$ cat config.mk
export PLATFORM = sky130hd
export DESIGN_NAME = ornt_regbank
export DESIGN_NICKNAME = d
export VERILOG_FILES = /design/src/logic/ornt_highpass.v /design/src/logic/ornt_regbank.v
export VERILOG_INCLUDE_DIRS = /design/src /design/src/logic
export SDC_FILE = /design/constraint.sdc
export NUM_CORES = 1
export LEC_CHECK = 0
export BUFFER_PORTS_ARGS = -buffer_cell sky130_fd_sc_hd__buf_2
export CAP_MARGIN = 15
export CORE_MARGIN = 5
export CORE_UTILIZATION = 55
export CTS_CLUSTER_DIAMETER = 50
export CTS_CLUSTER_SIZE = 30
export DETAILED_ROUTE_END_ITERATION = 10
export PLACE_DENSITY = 0.86
export RECOVER_POWER = 50
export SLEW_MARGIN = 20
export SYNTH_ARGS = -nofsm -noshare
export SYNTH_HDL_FRONTEND = slang
export SYNTH_HIERARCHICAL = 1
export SYNTH_SLANG_ARGS = --single-unit
$ cat constraint.sdc
create_clock -name mclk_in -period 7.99 [get_ports mclk_in]
set_clock_uncertainty 0.1 [all_clocks]
set_input_delay 0.799 -clock mclk_in [delete_from_list [all_inputs] [get_ports mclk_in]]
set_output_delay 0.799 -clock mclk_in [all_outputs]
set_load 0.005 [all_outputs]
$ cat src/logic/ornt_defines.vh
// Register offsets, field positions, reset values and filter constants.
// Included by the orientation register bank and its high-pass filter.
`ifndef ORNT_DEFINES_VH
`define ORNT_DEFINES_VH

`define ORNT_OFS_DATA_CFG      8'h16
`define ORNT_OFS_HP_CUTOFF     8'h17
`define ORNT_OFS_STATUS        8'h18
`define ORNT_OFS_PREVIOUS      8'h19
`define ORNT_OFS_CONFIG        8'h1A

`define ORNT_DCFG_SRC_BIT      7
`define ORNT_DCFG_ZEN_BIT      2
`define ORNT_DCFG_YEN_BIT      1
`define ORNT_DCFG_XEN_BIT      0
`define ORNT_DCFG_RESET        1'h0

`define ORNT_HP_SEL_MSB        1
`define ORNT_HP_SEL_LSB        0
`define ORNT_HP_RESET          2'h0

`define ORNT_ST_CHANGE_BIT     7
`define ORNT_ST_LOCK_BIT       6
`define ORNT_ST_PL_MSB         4
`define ORNT_ST_PL_LSB         2
`define ORNT_ST_BF_MSB         1
`define ORNT_ST_BF_LSB         0
`define ORNT_LOCK_RESET        1'h0
`define ORNT_BF_RESET          2'h0
`define ORNT_PL_RESET          3'h0

`define ORNT_CFG_DBMODE_BIT    7
`define ORNT_CFG_EN_BIT        6
`define ORNT_CFG_OFS_MSB       2
`define ORNT_CFG_OFS_LSB       0
`define ORNT_CFG_DBMODE_RESET  1'h1
`define ORNT_CFG_EN_RESET      1'h0
`define ORNT_CFG_OFS_RESET     3'h3

`define ORNT_SAMPLE_W          12
`define ORNT_FRAC_W            12
`define ORNT_HP_BASE_SHIFT     3'h4

`endif

$ cat src/logic/ornt_highpass.v
// First-order high-pass filter for one acceleration axis.
// Assumes one sample_valid_in pulse per output data period on mclk_in.
`timescale 1ns/1ns
`include "ornt_defines.vh"

module ornt_highpass (
	input  wire        mclk_in,
	input  wire        rstn_in,
	input  wire        sample_valid_in,
	input  wire [11:0] sample_in,
	input  wire [1:0]  cutoff_sel_in,
	output reg  [11:0] delta_out
);

	localparam [11:0] SAT_MAX = 12'h7FF;
	localparam [11:0] SAT_MIN = 12'h800;

	reg  signed [23:0] lowpass_q;
	wire signed [24:0] sample_ext;
	wire signed [24:0] diff;
	wire        [2:0]  shift;
	wire signed [24:0] step;
	wire signed [24:0] lowpass_sum;
	wire signed [12:0] delta_full;

	// The corner is a fixed fraction of the update rate, so it follows the data rate.
	assign shift       = `ORNT_HP_BASE_SHIFT + {1'b0, cutoff_sel_in};
	assign sample_ext  = {sample_in[11], sample_in, 12'h000};
	assign diff        = sample_ext - {lowpass_q[23], lowpass_q};
	assign step        = diff >>> shift;
	assign lowpass_sum = {lowpass_q[23], lowpass_q} + step;
	assign delta_full  = diff[24:12];

	always @(posedge mclk_in or negedge rstn_in) begin
		if (!rstn_in) begin
			lowpass_q <= 24'h000000;
			delta_out <= 12'h000;
		end else if (sample_valid_in) begin
			lowpass_q <= lowpass_sum[23:0];
			// Saturate rather than wrap when the difference exceeds the output range.
			if (delta_full[12] != delta_full[11]) begin
				delta_out <= delta_full[12] ? SAT_MIN : SAT_MAX;
			end else begin
				delta_out <= delta_full[11:0];
			end
		end
	end

endmodule

$ cat src/logic/ornt_regbank.v
// Register bank for sample data configuration, high-pass cutoff and orientation status.
// Assumes the serial bus logic, the orientation engine, the sample path and the
// interrupt controller all run on mclk_in; reg_rd_in and reg_wr_in are one-cycle strobes.
`timescale 1ns/1ns
`include "ornt_defines.vh"

module ornt_regbank (
	input  wire        mclk_in,
	input  wire        rstn_in,
	input  wire [7:0]  reg_addr_in,
	input  wire        reg_wr_in,
	input  wire        reg_rd_in,
	input  wire [7:0]  reg_wdata_in,
	output reg  [7:0]  reg_rdata_out,
	output reg         reg_rvalid_out,
	input  wire        sample_valid_in,
	input  wire [11:0] live_x_in,
	input  wire [11:0] live_y_in,
	input  wire [11:0] live_z_in,
	input  wire [11:0] stored_x_in,
	input  wire [11:0] stored_y_in,
	input  wire [11:0] stored_z_in,
	output reg  [11:0] sample_x_out,
	output reg  [11:0] sample_y_out,
	output reg  [11:0] sample_z_out,
	output reg         x_new_data_event_out,
	output reg         y_new_data_event_out,
	output reg         z_new_data_event_out,
	output wire [11:0] delta_x_out,
	output wire [11:0] delta_y_out,
	output wire [11:0] delta_z_out,
	output reg  [1:0]  cutoff_select_out,
	input  wire        orient_update_in,
	input  wire        orient_lockout_in,
	input  wire [1:0]  orient_back_front_in,
	input  wire [2:0]  orient_portrait_landscape_in,
	input  wire        orientation_interrupt_enable_in,
	output reg         orientation_interrupt_source_out,
	output reg         orientation_detect_enable_out,
	output reg         debounce_counter_mode_out,
	output reg  [2:0]  lockout_threshold_offset_out
);

	// Register bus access states, one-hot.
	localparam [2:0] ST_IDLE  = 3'h1;
	localparam [2:0] ST_WRITE = 3'h2;
	localparam [2:0] ST_READ  = 3'h4;

	reg  [2:0]  bus_state;
	reg         output_source_select_q;
	reg         z_new_data_flag_enable_q;
	reg         y_new_data_flag_enable_q;
	reg         x_new_data_flag_enable_q;
	reg  [1:0]  cutoff_sel_q;
	reg         orientation_change_flag_q;
	reg         orientation_change_flag_d;
	reg         tilt_lockout_bit_q;
	reg  [1:0]  back_front_field_q;
	reg  [2:0]  portrait_landscape_field_q;
	reg         prev_lockout_q;
	reg  [1:0]  prev_back_front_q;
	reg  [2:0]  prev_portrait_landscape_q;
	reg         debounce_counter_mode_q;
	reg         orientation_detect_enable_q;
	reg  [2:0]  lockout_threshold_offset_q;
	reg  [7:0]  rdata_d;
	wire        wr_data_cfg;
	wire        wr_hp_cutoff;
	wire        wr_config;
	wire        rd_status;
	wire        orient_take;
	wire        orient_changed;
	wire [35:0] live_bus;
	wire [35:0] delta_bus;

	// Address match shared by every write and read decode.
	function addr_hit;
		input [7:0] addr;
		input [7:0] offset;
		begin
			addr_hit = (addr == offset);
		end
	endfunction

	// Packs orientation fields into the common status byte layout.
	function [7:0] pack_orient;
		input       flag;
		input       lock;
		input [1:0] bf;
		input [2:0] pl;
		reg   [7:0] v;
		begin
			v = 8'h00;
			v[`ORNT_ST_CHANGE_BIT] = flag;
			v[`ORNT_ST_LOCK_BIT] = lock;
			v[`ORNT_ST_PL_MSB:`ORNT_ST_PL_LSB] = pl;
			v[`ORNT_ST_BF_MSB:`ORNT_ST_BF_LSB] = bf;
			pack_orient = v;
		end
	endfunction

	// The strobes are decoded afresh each cycle, so no bus state loops back on itself.
	// A write strobe wins when both strobes are high, and that read is dropped.
	always @(*) begin
		case ({reg_wr_in, reg_rd_in})
			2'b00: begin
				bus_state = ST_IDLE;
			end
			2'b01: begin
				bus_state = ST_READ;
			end
			default: begin
				bus_state = ST_WRITE;
			end
		endcase
	end

	// read-only ignored: only writable offsets decode a write.
	assign wr_data_cfg  = (bus_state == ST_WRITE) && addr_hit(reg_addr_in, `ORNT_OFS_DATA_CFG);
	assign wr_hp_cutoff = (bus_state == ST_WRITE) && addr_hit(reg_addr_in, `ORNT_OFS_HP_CUTOFF);
	assign wr_config    = (bus_state == ST_WRITE) && addr_hit(reg_addr_in, `ORNT_OFS_CONFIG);
	assign rd_status    = (bus_state == ST_READ) && addr_hit(reg_addr_in, `ORNT_OFS_STATUS);

	assign orient_take = orient_update_in && orientation_detect_enable_q;

	assign orient_changed = orient_take &&
		((orient_lockout_in != tilt_lockout_bit_q) ||
		 (orient_back_front_in != back_front_field_q) ||
		 (orient_portrait_landscape_in != portrait_landscape_field_q));

	always @(posedge mclk_in or negedge rstn_in) begin
		if (!rstn_in) begin
			output_source_select_q   <= `ORNT_DCFG_RESET;
			z_new_data_flag_enable_q <= `ORNT_DCFG_RESET;
			y_new_data_flag_enable_q <= `ORNT_DCFG_RESET;
			x_new_data_flag_enable_q <= `ORNT_DCFG_RESET;
			cutoff_sel_q             <= `ORNT_HP_RESET;
		end else begin
			if (wr_data_cfg) begin
				output_source_select_q   <= reg_wdata_in[`ORNT_DCFG_SRC_BIT];
				z_new_data_flag_enable_q <= reg_wdata_in[`ORNT_DCFG_ZEN_BIT];
				y_new_data_flag_enable_q <= reg_wdata_in[`ORNT_DCFG_YEN_BIT];
				x_new_data_flag_enable_q <= reg_wdata_in[`ORNT_DCFG_XEN_BIT];
			end
			if (wr_hp_cutoff) begin
				cutoff_sel_q <= reg_wdata_in[`ORNT_HP_SEL_MSB:`ORNT_HP_SEL_LSB];
			end
		end
	end

	always @(posedge mclk_in or negedge rstn_in) begin
		if (!rstn_in) begin
			debounce_counter_mode_q     <= `ORNT_CFG_DBMODE_RESET;
			orientation_detect_enable_q <= `ORNT_CFG_EN_RESET;
			lockout_threshold_offset_q  <= `ORNT_CFG_OFS_RESET;
		end else if (wr_config) begin
			debounce_counter_mode_q     <= reg_wdata_in[`ORNT_CFG_DBMODE_BIT];
			orientation_detect_enable_q <= reg_wdata_in[`ORNT_CFG_EN_BIT];
			lockout_threshold_offset_q  <= reg_wdata_in[`ORNT_CFG_OFS_MSB:`ORNT_CFG_OFS_LSB];
		end
	end

	always @(*) begin
		orientation_change_flag_d = orientation_change_flag_q;
		if (rd_status) begin
			orientation_change_flag_d = 1'b0;
		end
		if (orient_changed) begin
			orientation_change_flag_d = 1'b1;
		end
	end

	always @(posedge mclk_in or negedge rstn_in) begin
		if (!rstn_in) begin
			orientation_change_flag_q  <= 1'b0;
			tilt_lockout_bit_q         <= `ORNT_LOCK_RESET;
			back_front_field_q         <= `ORNT_BF_RESET;
			portrait_landscape_field_q <= `ORNT_PL_RESET;
			prev_lockout_q             <= `ORNT_LOCK_RESET;
			prev_back_front_q          <= `ORNT_BF_RESET;
			prev_portrait_landscape_q  <= `ORNT_PL_RESET;
		end else begin
			orientation_change_flag_q <= orientation_change_flag_d;
			if (orient_take) begin
				tilt_lockout_bit_q         <= orient_lockout_in;
				back_front_field_q         <= orient_back_front_in;
				portrait_landscape_field_q <= orient_portrait_landscape_in;
			end
			if (orient_changed) begin
				prev_lockout_q            <= tilt_lockout_bit_q;
				prev_back_front_q         <= back_front_field_q;
				prev_portrait_landscape_q <= portrait_landscape_field_q;
			end
		end
	end

	always @(posedge mclk_in or negedge rstn_in) begin
		if (!rstn_in) begin
			orientation_interrupt_source_out <= 1'b0;
		end else begin
			orientation_interrupt_source_out <= orientation_change_flag_d &&
				orientation_interrupt_enable_in;
		end
	end

	always @(*) begin
		rdata_d = 8'h00;
		if (addr_hit(reg_addr_in, `ORNT_OFS_DATA_CFG)) begin
			rdata_d[`ORNT_DCFG_SRC_BIT] = output_source_select_q;
			rdata_d[`ORNT_DCFG_ZEN_BIT] = z_new_data_flag_enable_q;
			rdata_d[`ORNT_DCFG_YEN_BIT] = y_new_data_flag_enable_q;
			rdata_d[`ORNT_DCFG_XEN_BIT] = x_new_data_flag_enable_q;
		end else if (addr_hit(reg_addr_in, `ORNT_OFS_HP_CUTOFF)) begin
			rdata_d[`ORNT_HP_SEL_MSB:`ORNT_HP_SEL_LSB] = cutoff_sel_q;
		end else if (addr_hit(reg_addr_in, `ORNT_OFS_STATUS)) begin
			rdata_d = pack_orient(orientation_change_flag_q, tilt_lockout_bit_q,
				back_front_field_q, portrait_landscape_field_q);
		end else if (addr_hit(reg_addr_in, `ORNT_OFS_PREVIOUS)) begin
			rdata_d = pack_orient(1'b0, prev_lockout_q, prev_back_front_q,
				prev_portrait_landscape_q);
		end else if (addr_hit(reg_addr_in, `ORNT_OFS_CONFIG)) begin
			rdata_d[`ORNT_CFG_DBMODE_BIT] = debounce_counter_mode_q;
			rdata_d[`ORNT_CFG_EN_BIT] = orientation_detect_enable_q;
			rdata_d[`ORNT_CFG_OFS_MSB:`ORNT_CFG_OFS_LSB] = lockout_threshold_offset_q;
		end
	end

	// Read data is captured in the cycle of the strobe and shown one cycle later.
	always @(posedge mclk_in or negedge rstn_in) begin
		if (!rstn_in) begin
			reg_rdata_out  <= 8'h00;
			reg_rvalid_out <= 1'b0;
		end else begin
			reg_rvalid_out <= (bus_state == ST_READ);
			if (bus_state == ST_READ) begin
				reg_rdata_out <= rdata_d;
			end
		end
	end

	always @(posedge mclk_in or negedge rstn_in) begin
		if (!rstn_in) begin
			sample_x_out         <= 12'h000;
			sample_y_out         <= 12'h000;
			sample_z_out         <= 12'h000;
			x_new_data_event_out <= 1'b0;
			y_new_data_event_out <= 1'b0;
			z_new_data_event_out <= 1'b0;
		end else begin
			if (sample_valid_in) begin
				sample_x_out <= output_source_select_q ? stored_x_in : live_x_in;
				sample_y_out <= output_source_select_q ? stored_y_in : live_y_in;
				sample_z_out <= output_source_select_q ? stored_z_in : live_z_in;
			end
			x_new_data_event_out <= sample_valid_in && x_new_data_flag_enable_q;
			y_new_data_event_out <= sample_valid_in && y_new_data_flag_enable_q;
			z_new_data_event_out <= sample_valid_in && z_new_data_flag_enable_q;
		end
	end

	always @(posedge mclk_in or negedge rstn_in) begin
		if (!rstn_in) begin
			cutoff_select_out             <= `ORNT_HP_RESET;
			orientation_detect_enable_out <= `ORNT_CFG_EN_RESET;
			debounce_counter_mode_out     <= `ORNT_CFG_DBMODE_RESET;
			lockout_threshold_offset_out  <= `ORNT_CFG_OFS_RESET;
		end else begin
			cutoff_select_out             <= cutoff_sel_q;
			orientation_detect_enable_out <= orientation_detect_enable_q;
			debounce_counter_mode_out     <= debounce_counter_mode_q;
			lockout_threshold_offset_out  <= lockout_threshold_offset_q;
		end
	end

	// The filters always see live samples, whatever the source select says.
	assign live_bus = {live_z_in, live_y_in, live_x_in};

	genvar axis;
	generate
		for (axis = 0; axis < 3; axis = axis + 1) begin : g_axis
			ornt_highpass u_hp (
				.mclk_in         (mclk_in),
				.rstn_in         (rstn_in),
				.sample_valid_in (sample_valid_in),
				.sample_in       (live_bus[axis*12 +: 12]),
				.cutoff_sel_in   (cutoff_sel_q),
				.delta_out       (delta_bus[axis*12 +: 12])
			);
		end
	endgenerate

	assign delta_x_out = delta_bus[11:0];
	assign delta_y_out = delta_bus[23:12];
	assign delta_z_out = delta_bus[35:24];

endmodule

==> metrics.cfg, run 1 <==
[logic_synthesis]
netlist_area_um2 = 15200
yosys.area.top_type = dfrtp_1
synth_area_leaders = dfrtp_1, ha_1, mux2i_1, mux2_2, a21oi_1
synth-seq-cells = 187
avgSynthCellArea_um2 = 8.99
synth-edff-count = 0
syn_inst = 1690
ys_seq_area_share_pct = 30.8
netlist.area_leader.share_pct = 29.8
synth_flop_cell = dfrtp_1
synthArstFlopShare_pct = 100
yosys_warnings = 6
synth.distinct_cells = 95
syn_nets = 1905

[final_layout]
layout-drive-gt1-share_pct = 16.6
syn_to_final_growth_pct = 11.3
post-route-util_pct = 62.4
diodes = 0
layout.nets = 2042
fin_cells = 2212

[clock_tree]
cts.htree.levels = 4
cts-resized-gates = 0
insertion_delay_ps = 450
root_buffer = clkbuf_16
clockBufferDepth = 2
cts_setup_buffers = 0
numCtsBuffers = 17
clk_pin_slew_ps = 100
cts_sinks = 187
holdBufCountCts = 0
cts_tree = built

[floorplan]
rows = 60
die_y_um = 176
start_util_pct = 56.1
io-pin-count = 193
die_w_um = 176
dieArea_um2 = 31100
core_area_um2 = 27100

[timing]
setup_violations = 0
setup-tns-final_ps = 0
holdWs_ps = 300
max_slew_margin_pct = -201
min_period_over_period_pct = 78.5
layout_min_cycle_time_ps = 6270
worst_pin_slew_ps = 4520
max_freq_mhz = 160
hold_viol = 0
rsz0062_at_grt = false
drv_slew = 165

[critical_path]
path_delay_family = buffers and inverters
path_buf_inv = 2
cpPeakStageDelay_ps = 3100
crit_required_ps = 8270
rr_worst_depth = 13
start_kind = primary input
worstReg2RegStart = cutoff_sel_q[0]
timing.rr.end = g_axis[0].u_hp/lowpass_q[22]
worst-setup-path-type = in2reg
crit_chain = clkbuf_1, inv_1, or4_1, o211ai_1, or3b_2
path_max_fanout = 102
crit_arrival_ps = 6550
r2r_slack_ps = 1810
slowest_stage = clkbuf_1
crit_path_end_kind = flop

[global_route]
grt_overflow = 0
grt_pass1_wl_um = 65900
grt_antenna_before_repair = 0
grtUsageTotal_pct = 25.3
grt_max_degree = 119
grt_pass1_vias = 13300

[detailed_routing]
routed-via-count = 13700
drt_first_pass_iters = 9
wl_per_cell_um = 18.2
vias_per_cell = 6.22
ant_nets = 0
drc_errors = 0
drt_wl_total_um = 40200
drtIter0Drc = 1258

[flow_run]
drv_cap = 2

[placed_design]
gp_congestion = 0.931
dpl.hpwl_um = 29800
portBuffers = 188
place_inst = 2180

[min_path]
worstHoldStart = lockout_threshold_offset_q[1]
hold-path-cell-count = 0
hold_end = lockout_threshold_offset_out[1]
hold_path_class = reg2reg

[status]
violations = capacitance limit, slew limit
status = finished, violations left

## registers in the layout, indices dropped and copies added, names as in the netlist, 2 cells and up
| name | flops |
|---|---|
| g_axis.u_hp/delta_out | 36 |
| back_front_field_q | 2 |
| lockout_threshold_offset_out | 3 |
| cutoff_select_out | 2 |
| cutoff_sel_q | 2 |
| sample_y_out | 12 |
| reg_rdata_out | 7 |
| sample_z_out | 12 |
| g_axis.u_hp/lowpass_q | 72 |
| lockout_threshold_offset_q | 3 |
| sample_x_out | 12 |
| prev_portrait_landscape_q | 3 |
| portrait_landscape_field_q | 3 |
| prev_back_front_q | 2 |
## metal layers
metal	track usage [%]	wire, um	vias to the layer above
met5	0	0	-
met4	8.15	1090	0
met3	3.94	2670	93
met2	43.6	19700	556
met1	32.6	16800	6601
li1	-	-	6498
## worst register-to-register path, delay by kind of cell (launching register included)
kind / cells / cell delay (ps)
AOI/OAI and AO/OA: 8 / 2250
adders and majority gates: 1 / 390
and+or+nand+nor: 1 / 120
buffers and inverters: 1 / 920
muxes: 2 / 360
DFF: 1 / 1750
## cell type report
cell class	count	area, um2
Fill cell	2190	10200
Multi-Input combinational cell	1352	9880
Sequential cell	187	4690
Timing Repair Buffer	197	947
Tap cell	372	465
Clock buffer	17	425
Inverter	72	270
Clock inverter	15	234
## placed cells by master (no fill, tap or decap), drive strengths merged, types with 6 or more instances in the layout
cell type,instances
o211ai,22
xnor2,61
a221o,12
maj3,10
a211oi,15
a31oi,12
nand4,10
inv,80
nor3,33
or3,7
nand2b,13
nor2b,12
nand2,127
buf,141
a22oi,8
or4,10
mux2,72
and2,6
nor2,152
o221ai,10
ha,111
o21bai,13
o21ai,126
a221oi,7
a22o,14
dfrtp,181
a21oi,145
dfstp,6
o41ai,6
or3b,6
clkbuf,73
clkinv,7
nor4,13
nand3,43
xor2,33
mux2i,99
o21a,11
nor3b,10
a21o,46
## synth_stat cells (6+ instances only)
library cell / instances
a211oi_1: 15
a21o_1: 45
a21oi_1: 138
a221o_1: 9
a221oi_1: 7
a22o_1: 14
a22oi_1: 8
a31oi_1: 12
and2_1: 6
buf_1: 6
clkbuf_1: 57
dfrtp_1: 181
dfstp_2: 6
ha_1: 111
inv_1: 70
maj3_1: 6
mux2_2: 72
mux2i_1: 99
nand2_1: 125
nand2b_1: 13
nand3_1: 43
nand4_1: 10
nor2_1: 151
nor2b_1: 12
nor3_1: 33
nor3b_1: 10
nor4_1: 7
o211ai_1: 22
o21a_1: 11
o21ai_0: 116
o21ai_1: 8
o21bai_1: 9
o221ai_1: 10
o41ai_1: 6
xnor2_1: 60
xor2_1: 33
## worst max path at each step
stage | from | end | slack [ps] | depth (start not counted)
6_report | sample_valid_in | g_axis[2].u_hp/lowpass_q[19] | 1720 | 5
5_1_grt | sample_valid_in | g_axis[2].u_hp/lowpass_q[19] | 1410 | 5
4_1_cts | g_axis[0].u_hp/lowpass_q[2] | g_axis[0].u_hp/lowpass_q[22] | 3010 | 17
3_5_place_dp | live_x_in[0] | g_axis[0].u_hp/lowpass_q[22] | 2670 | 18
3_3_place_gp | live_x_in[4] | g_axis[0].u_hp/lowpass_q[22] | 2790 | 19
2_1_floorplan | live_z_in[1] | g_axis[2].u_hp/lowpass_q[19] | 3210 | 17
## kinds of logic after synthesis
| family | share of synthesized area, % |
|---|---|
| XOR/XNOR | 5.47 |
| multiplexers | 12.3 |
| adder cells (fa/ha/maj) | 10.2 |
| other | 0.0247 |
| flip-flops | 30.8 |
| AO/OA/AOI/OAI | 22.0 |
| AND/OR/NAND/NOR | 15.0 |
| buffers and inverters | 4.14 |
## through the flow
stage	setup WS (ps)	area, um2
after floorplan	3210	15200
after detailed placement	2670	16300
after global routing	1410	16900
after CTS	3010	17000
after global placement	2790	16300
final	1720	16900
Power of run 1 is not shown: default switching activity piles up to over one toggle a cycle in this logic, so the estimate is an artifact.
==> inputs of run 2 (changes only) <==
- CORE_UTILIZATION: 55 -> 54
- PLACE_DENSITY: 0.86 -> 0.88
- clock period: 7.99 -> 5.69 ns (I/O delays scaled with it)
==> metrics.cfg, run 2 (same netlist as run 1, synthesis figures left out) <==
[floorplan]
start_util_pct = 54.7
rows = 61
core_area_um2 = 27800
die_w_um = 178
die_y_um = 178
io-pin-count = 193
dieArea_um2 = 31600

[global_route]
grtUsageTotal_pct = 25.8
grt_overflow = 0
grt_pass1_vias = 13500
grt_antenna_before_repair = 1
grt_max_degree = 103
grt_pass1_wl_um = 67100

[min_path]
hold_path_class = in2reg
hold-path-cell-count = 2
hold_end = output_source_select_q
worstHoldStart = reg_wdata_in[7]

[placed_design]
gp_congestion = 0.957
portBuffers = 188
place_inst = 2189
dpl.hpwl_um = 30200

[final_layout]
layout.nets = 2045
largest_reg_flops = 72
largest-register = g_axis.u_hp/lowpass_q
final_cell_mix = dfrtp_1, buf_2, nor2_1, a21oi_1, nand2_1
fin_cells = 2223
reg_top3 = g_axis.u_hp/lowpass_q: 72 flops, g_axis.u_hp/delta_out: 36 flops
layout_commonest_cell = dfrtp_1
syn_to_final_growth_pct = 11.8
post-route-util_pct = 61.2
layout-drive-gt1-share_pct = 18.1

[critical_path]
timing.rr.end = g_axis[0].u_hp/lowpass_q[22]
worstReg2RegStart = g_axis[0].u_hp/lowpass_q[2]
r2r_slack_ps = 600
path_max_fanout = 7
rr_worst_depth = 17
crit_path_end_kind = flop
crit_required_ps = 5900
start_kind = flop
worst-setup-path-type = reg2reg
crit_arrival_ps = 5300

[timing]
worst_pin_slew_ps = 4480
hold_viol = 0
setup_violations = 0
min_period_over_period_pct = 89.4
layout_min_cycle_time_ps = 5090
max_freq_mhz = 197
max_slew_margin_pct = -199
drv_slew = 80
setup-tns-final_ps = 0
rsz0062_at_grt = false

[detailed_routing]
drc_errors = 0
ant_nets = 0
drtIter0Drc = 1108
drt_first_pass_iters = 7
wl_per_cell_um = 18.4
drt_wl_total_um = 40900
routed-via-count = 13800
vias_per_cell = 6.19

[clock_tree]
cts-resized-gates = 0
clockBufferDepth = 2
insertion_delay_ps = 450
clk_pin_slew_ps = 90
cts_tree = built
holdBufCountCts = 0
cts_setup_buffers = 0
cts.htree.levels = 4
root_buffer = clkbuf_16
numCtsBuffers = 17
cts_sinks = 187

[status]
violations = capacitance limit, slew limit
status = finished, violations left

[flow_run]
drv_cap = 1

-- run 2: cell types whose count changed in the layout (fill, tap and decap cells not counted), moves of 2 or more --
cell      previous run  this run
buf_2              131       156
clkbuf_1            55        30
buf_4                9        11
diode_2              0         2
-- run 2: worst max-delay path by stage --
stage	startpoint	depth (start not counted)	to
after floorplan	live_z_in[1]	17	g_axis[2].u_hp/lowpass_q[19]
after CTS	g_axis[2].u_hp/lowpass_q[6]	14	g_axis[2].u_hp/lowpass_q[19]
after detailed placement	live_x_in[2]	19	g_axis[0].u_hp/lowpass_q[21]
after global placement	live_x_in[4]	19	g_axis[0].u_hp/lowpass_q[22]
final	g_axis[0].u_hp/lowpass_q[2]	17	g_axis[0].u_hp/lowpass_q[22]
after global routing	g_axis[0].u_hp/lowpass_q[2]	17	g_axis[0].u_hp/lowpass_q[22]
-- run 2: layout make-up --
class | instances | area (um2)
diodes | 2 | 5.00
clock buffers | 17 | 425
clock inverters | 15 | 234
fillers | 2332 | 10800
inverters | 72 | 270
multi-input cells | 1352 | 9880
flip-flops and latches | 187 | 4690
well taps | 378 | 473
repair buffers | 200 | 1010
-- run 2: critical path, stage by stage, from the launching register on --
cell and delay [ps]:
dfrtp_1 440, nor4_4 480, a41oi_4 280, o21bai_2 290, a21o_1 210, a21oi_1 90
xor2_1 200, mux2_2 310, o21ai_0 220, ha_1 360, a21oi_1 220, o21ai_0 110
a41oi_1 220, a21oi_1 150, o41ai_1 710, o21ai_0 250, mux2i_1 200, o211ai_1 100
-- run 2: per-stage QoR --
step | area [um2] | hold WS (ps) | setup WS, ps
floorplan | 15200 | 173 | 1140
global placement | 16400 | 273 | 659
detailed placement | 16400 | 274 | 567
CTS | 17000 | 61.0 | 694
global route | 17000 | 246 | 301
finish | 17000 | 262 | 602
-- run 2: per-layer routing --
metal | track usage, % | up-vias | share of wire, % | routed length (um)
met3 | 4.94 | 99 | 7.1 | 2890
li1 | - | 6516 | - | -
met1 | 32.4 | 6589 | 41 | 16900
met2 | 44.8 | 560 | 49 | 20100
met4 | 7.86 | 0 | 2.4 | 991
met5 | 0 | - | 0 | 0
Power of run 2 is left out for the same reason.
==> inputs of run 3 (changes only) <==
- CORE_UTILIZATION: 54 -> 55
- PLACE_DENSITY: 0.88 -> 0.86
- clock period: 5.69 -> 5.5 ns (I/O delays scaled with it)
==> metrics.cfg, run 3 (same netlist as run 1, synthesis figures left out) <==
[floorplan]
io-pin-count = 193
die_y_um = 176
dieArea_um2 = 31100
rows = 60
start_util_pct = 56.1
core_area_um2 = 27100
die_w_um = 176

[timing]
drv_slew = 148
worst_pin_slew_ps = 2650
hold_viol = 0
layout_min_cycle_time_ps = 5200
setup_violations = 0
max_slew_margin_pct = -76.9
max_freq_mhz = 192
setup-tns-final_ps = 0
min_period_over_period_pct = 94.5
rsz0062_at_grt = false

[global_route]
grt_overflow = 0
grt_antenna_before_repair = 0
grt_pass1_vias = 13500
grt_max_degree = 103
grt_pass1_wl_um = 66700
grtUsageTotal_pct = 25.7

[critical_path]
start_kind = flop
path_delay_family = simple AND/OR/NAND/NOR gates
path_max_fanout = 12
cpPeakStageDelay_ps = 800
crit_chain = or4_4, nor4_1, a221oi_1, buf_4, nand3b_1, xor2_1, nand2_1, o21ai_0, ha_1, a21o_1, a21o_1, a21oi_1, o21ai_0, o31a_1, or4_1, o211ai_1
crit_arrival_ps = 5480
crit_required_ps = 5780
path_buf_inv = 1
slowest_stage = xor2_1
crit_path_end_kind = flop
worst-setup-path-type = reg2reg

[status]
status = finished, violations left
violations = capacitance limit, slew limit

[final_layout]
largest_reg_flops = 72
fillers = 2231
layout_commonest_cell = dfrtp_1
reg_top3 = g_axis.u_hp/lowpass_q: 72 flops, g_axis.u_hp/delta_out: 36 flops
syn_to_final_growth_pct = 11.6
multiInputGateArea_um2 = 9880
largest-register = g_axis.u_hp/lowpass_q
final_cell_mix = dfrtp_1, nor2_1, a21oi_1, buf_2, nand2_1
regArea_um2 = 4690
layout-drive-gt1-share_pct = 17.3
diodes = 0
stdcell_area_um2 = 17000
layout.nets = 2050

[power]
powerDensity_nw_per_um2 = 798
vdd_drop_max_v = 0.000559
p_leak_uw = 0.00750

[clock_tree]
cts_tree = built
clk_pin_slew_ps = 90
root_buffer = clkbuf_16
cts.htree.levels = 4
holdBufCountCts = 0
cts_sinks = 187
clockBufferDepth = 2
insertion_delay_ps = 460
numCtsBuffers = 17
cts_setup_buffers = 0
cts-resized-gates = 0

[detailed_routing]
drt_wl_total_um = 40900
drtIter0Drc = 1211
drt_first_pass_iters = 5
wl_per_cell_um = 18.4
vias_per_cell = 6.18
drc_errors = 0
routed-via-count = 13700
ant_nets = 0

[min_path]
hold_path_class = in2reg

[placed_design]
portBuffers = 188
placed_cell_area_um2 = 16400
dpl.hpwl_um = 30300
gp_congestion = 0.942

[flow_run]
drv_cap = 2

-- run 3: changes by cell type in the layout (fill, tap and decap cells not counted), moves of 2 or more --
cell / before / now
clkinv_8: 6 / 8
clkbuf_2: 0 / 2
buf_4: 11 / 15
clkbuf_1: 30 / 50
buf_2: 156 / 137
inv_8: 2 / 0
diode_2: 2 / 0
-- run 3: power by group --
group | total [uW] | internal (uW) | switching (uW)
Combinational | 9820 | 4290 | 5530
Clock | 1340 | 639 | 700
Sequential | 2390 | 1900 | 492
Total | 13500 | 6830 | 6720
-- run 3: worst paths after layout --
check | to | cells past startpoint | slack, ps | start
max | g_axis[2].u_hp/lowpass_q[23] | 16 | 300 | g_axis[2].u_hp/lowpass_q[6]
max reg2reg | g_axis[2].u_hp/lowpass_q[23] | 16 | 300 | g_axis[2].u_hp/lowpass_q[6]
min reg2reg | lockout_threshold_offset_out[1] | 0 | 290 | lockout_threshold_offset_q[1]
min | z_new_data_flag_enable_q | 2 | 230 | reg_wdata_in[2]
max in group asynchronous | g_axis[2].u_hp/lowpass_q[10] | 2 | 1280 | rstn_in
min in group asynchronous | reg_rdata_out[6] | 1 | 780 | rstn_in
-- run 3: worst register-to-register path: stages, from the launching register on --
cell and delay (ps):
dfrtp_1 450, or4_4 610, nor4_1 420, a221oi_1 190, buf_4 180, nand3b_1 130, xor2_1 800, nand2_1 100
o21ai_0 140, ha_1 320, a21o_1 190, a21o_1 170, a21oi_1 280, o21ai_0 140, o31a_1 310, or4_1 500
o211ai_1 100
-- run 3: metrics by stage --
stage / hold WS, ps / std cells / util (%) / power, uW / setup slack [ps]
after floorplan: 154 / 1690 / - / 9950 / 973
after global placement: 273 / 2188 / 60.5 / 11500 / 356
after detailed placement: 274 / 2188 / 60.5 / 11900 / 168
after CTS: 119 / 2220 / 62.9 / 13400 / 367
after global routing: 233 / 2220 / 62.6 / 14700 / 57.0
final: 232 / 2220 / 62.6 / 13500 / 300
-- run 3: per-layer routing --
layer,up-vias,track usage (%),part of all wire [%]
met3,94,4.20,5.7
met1,6629,32.4,42
li1,6523,-,-
met4,0,7.67,2.4
met5,-,0,0
met2,476,45.6,49
-- run 3: area by class of cell --
| class | instances | area share (%) |
|---|---|---|
| timing repair buffer | 205 | 5.94 |
| clock inverter | 15 | 1.32 |
| tap | 372 | 2.74 |
| clock buffer | 17 | 2.51 |
| inverter | 72 | 1.59 |
| multi-input combinational | 1352 | 58.3 |
| sequential | 187 | 27.7 |
(Power assumes the default switching activity.)
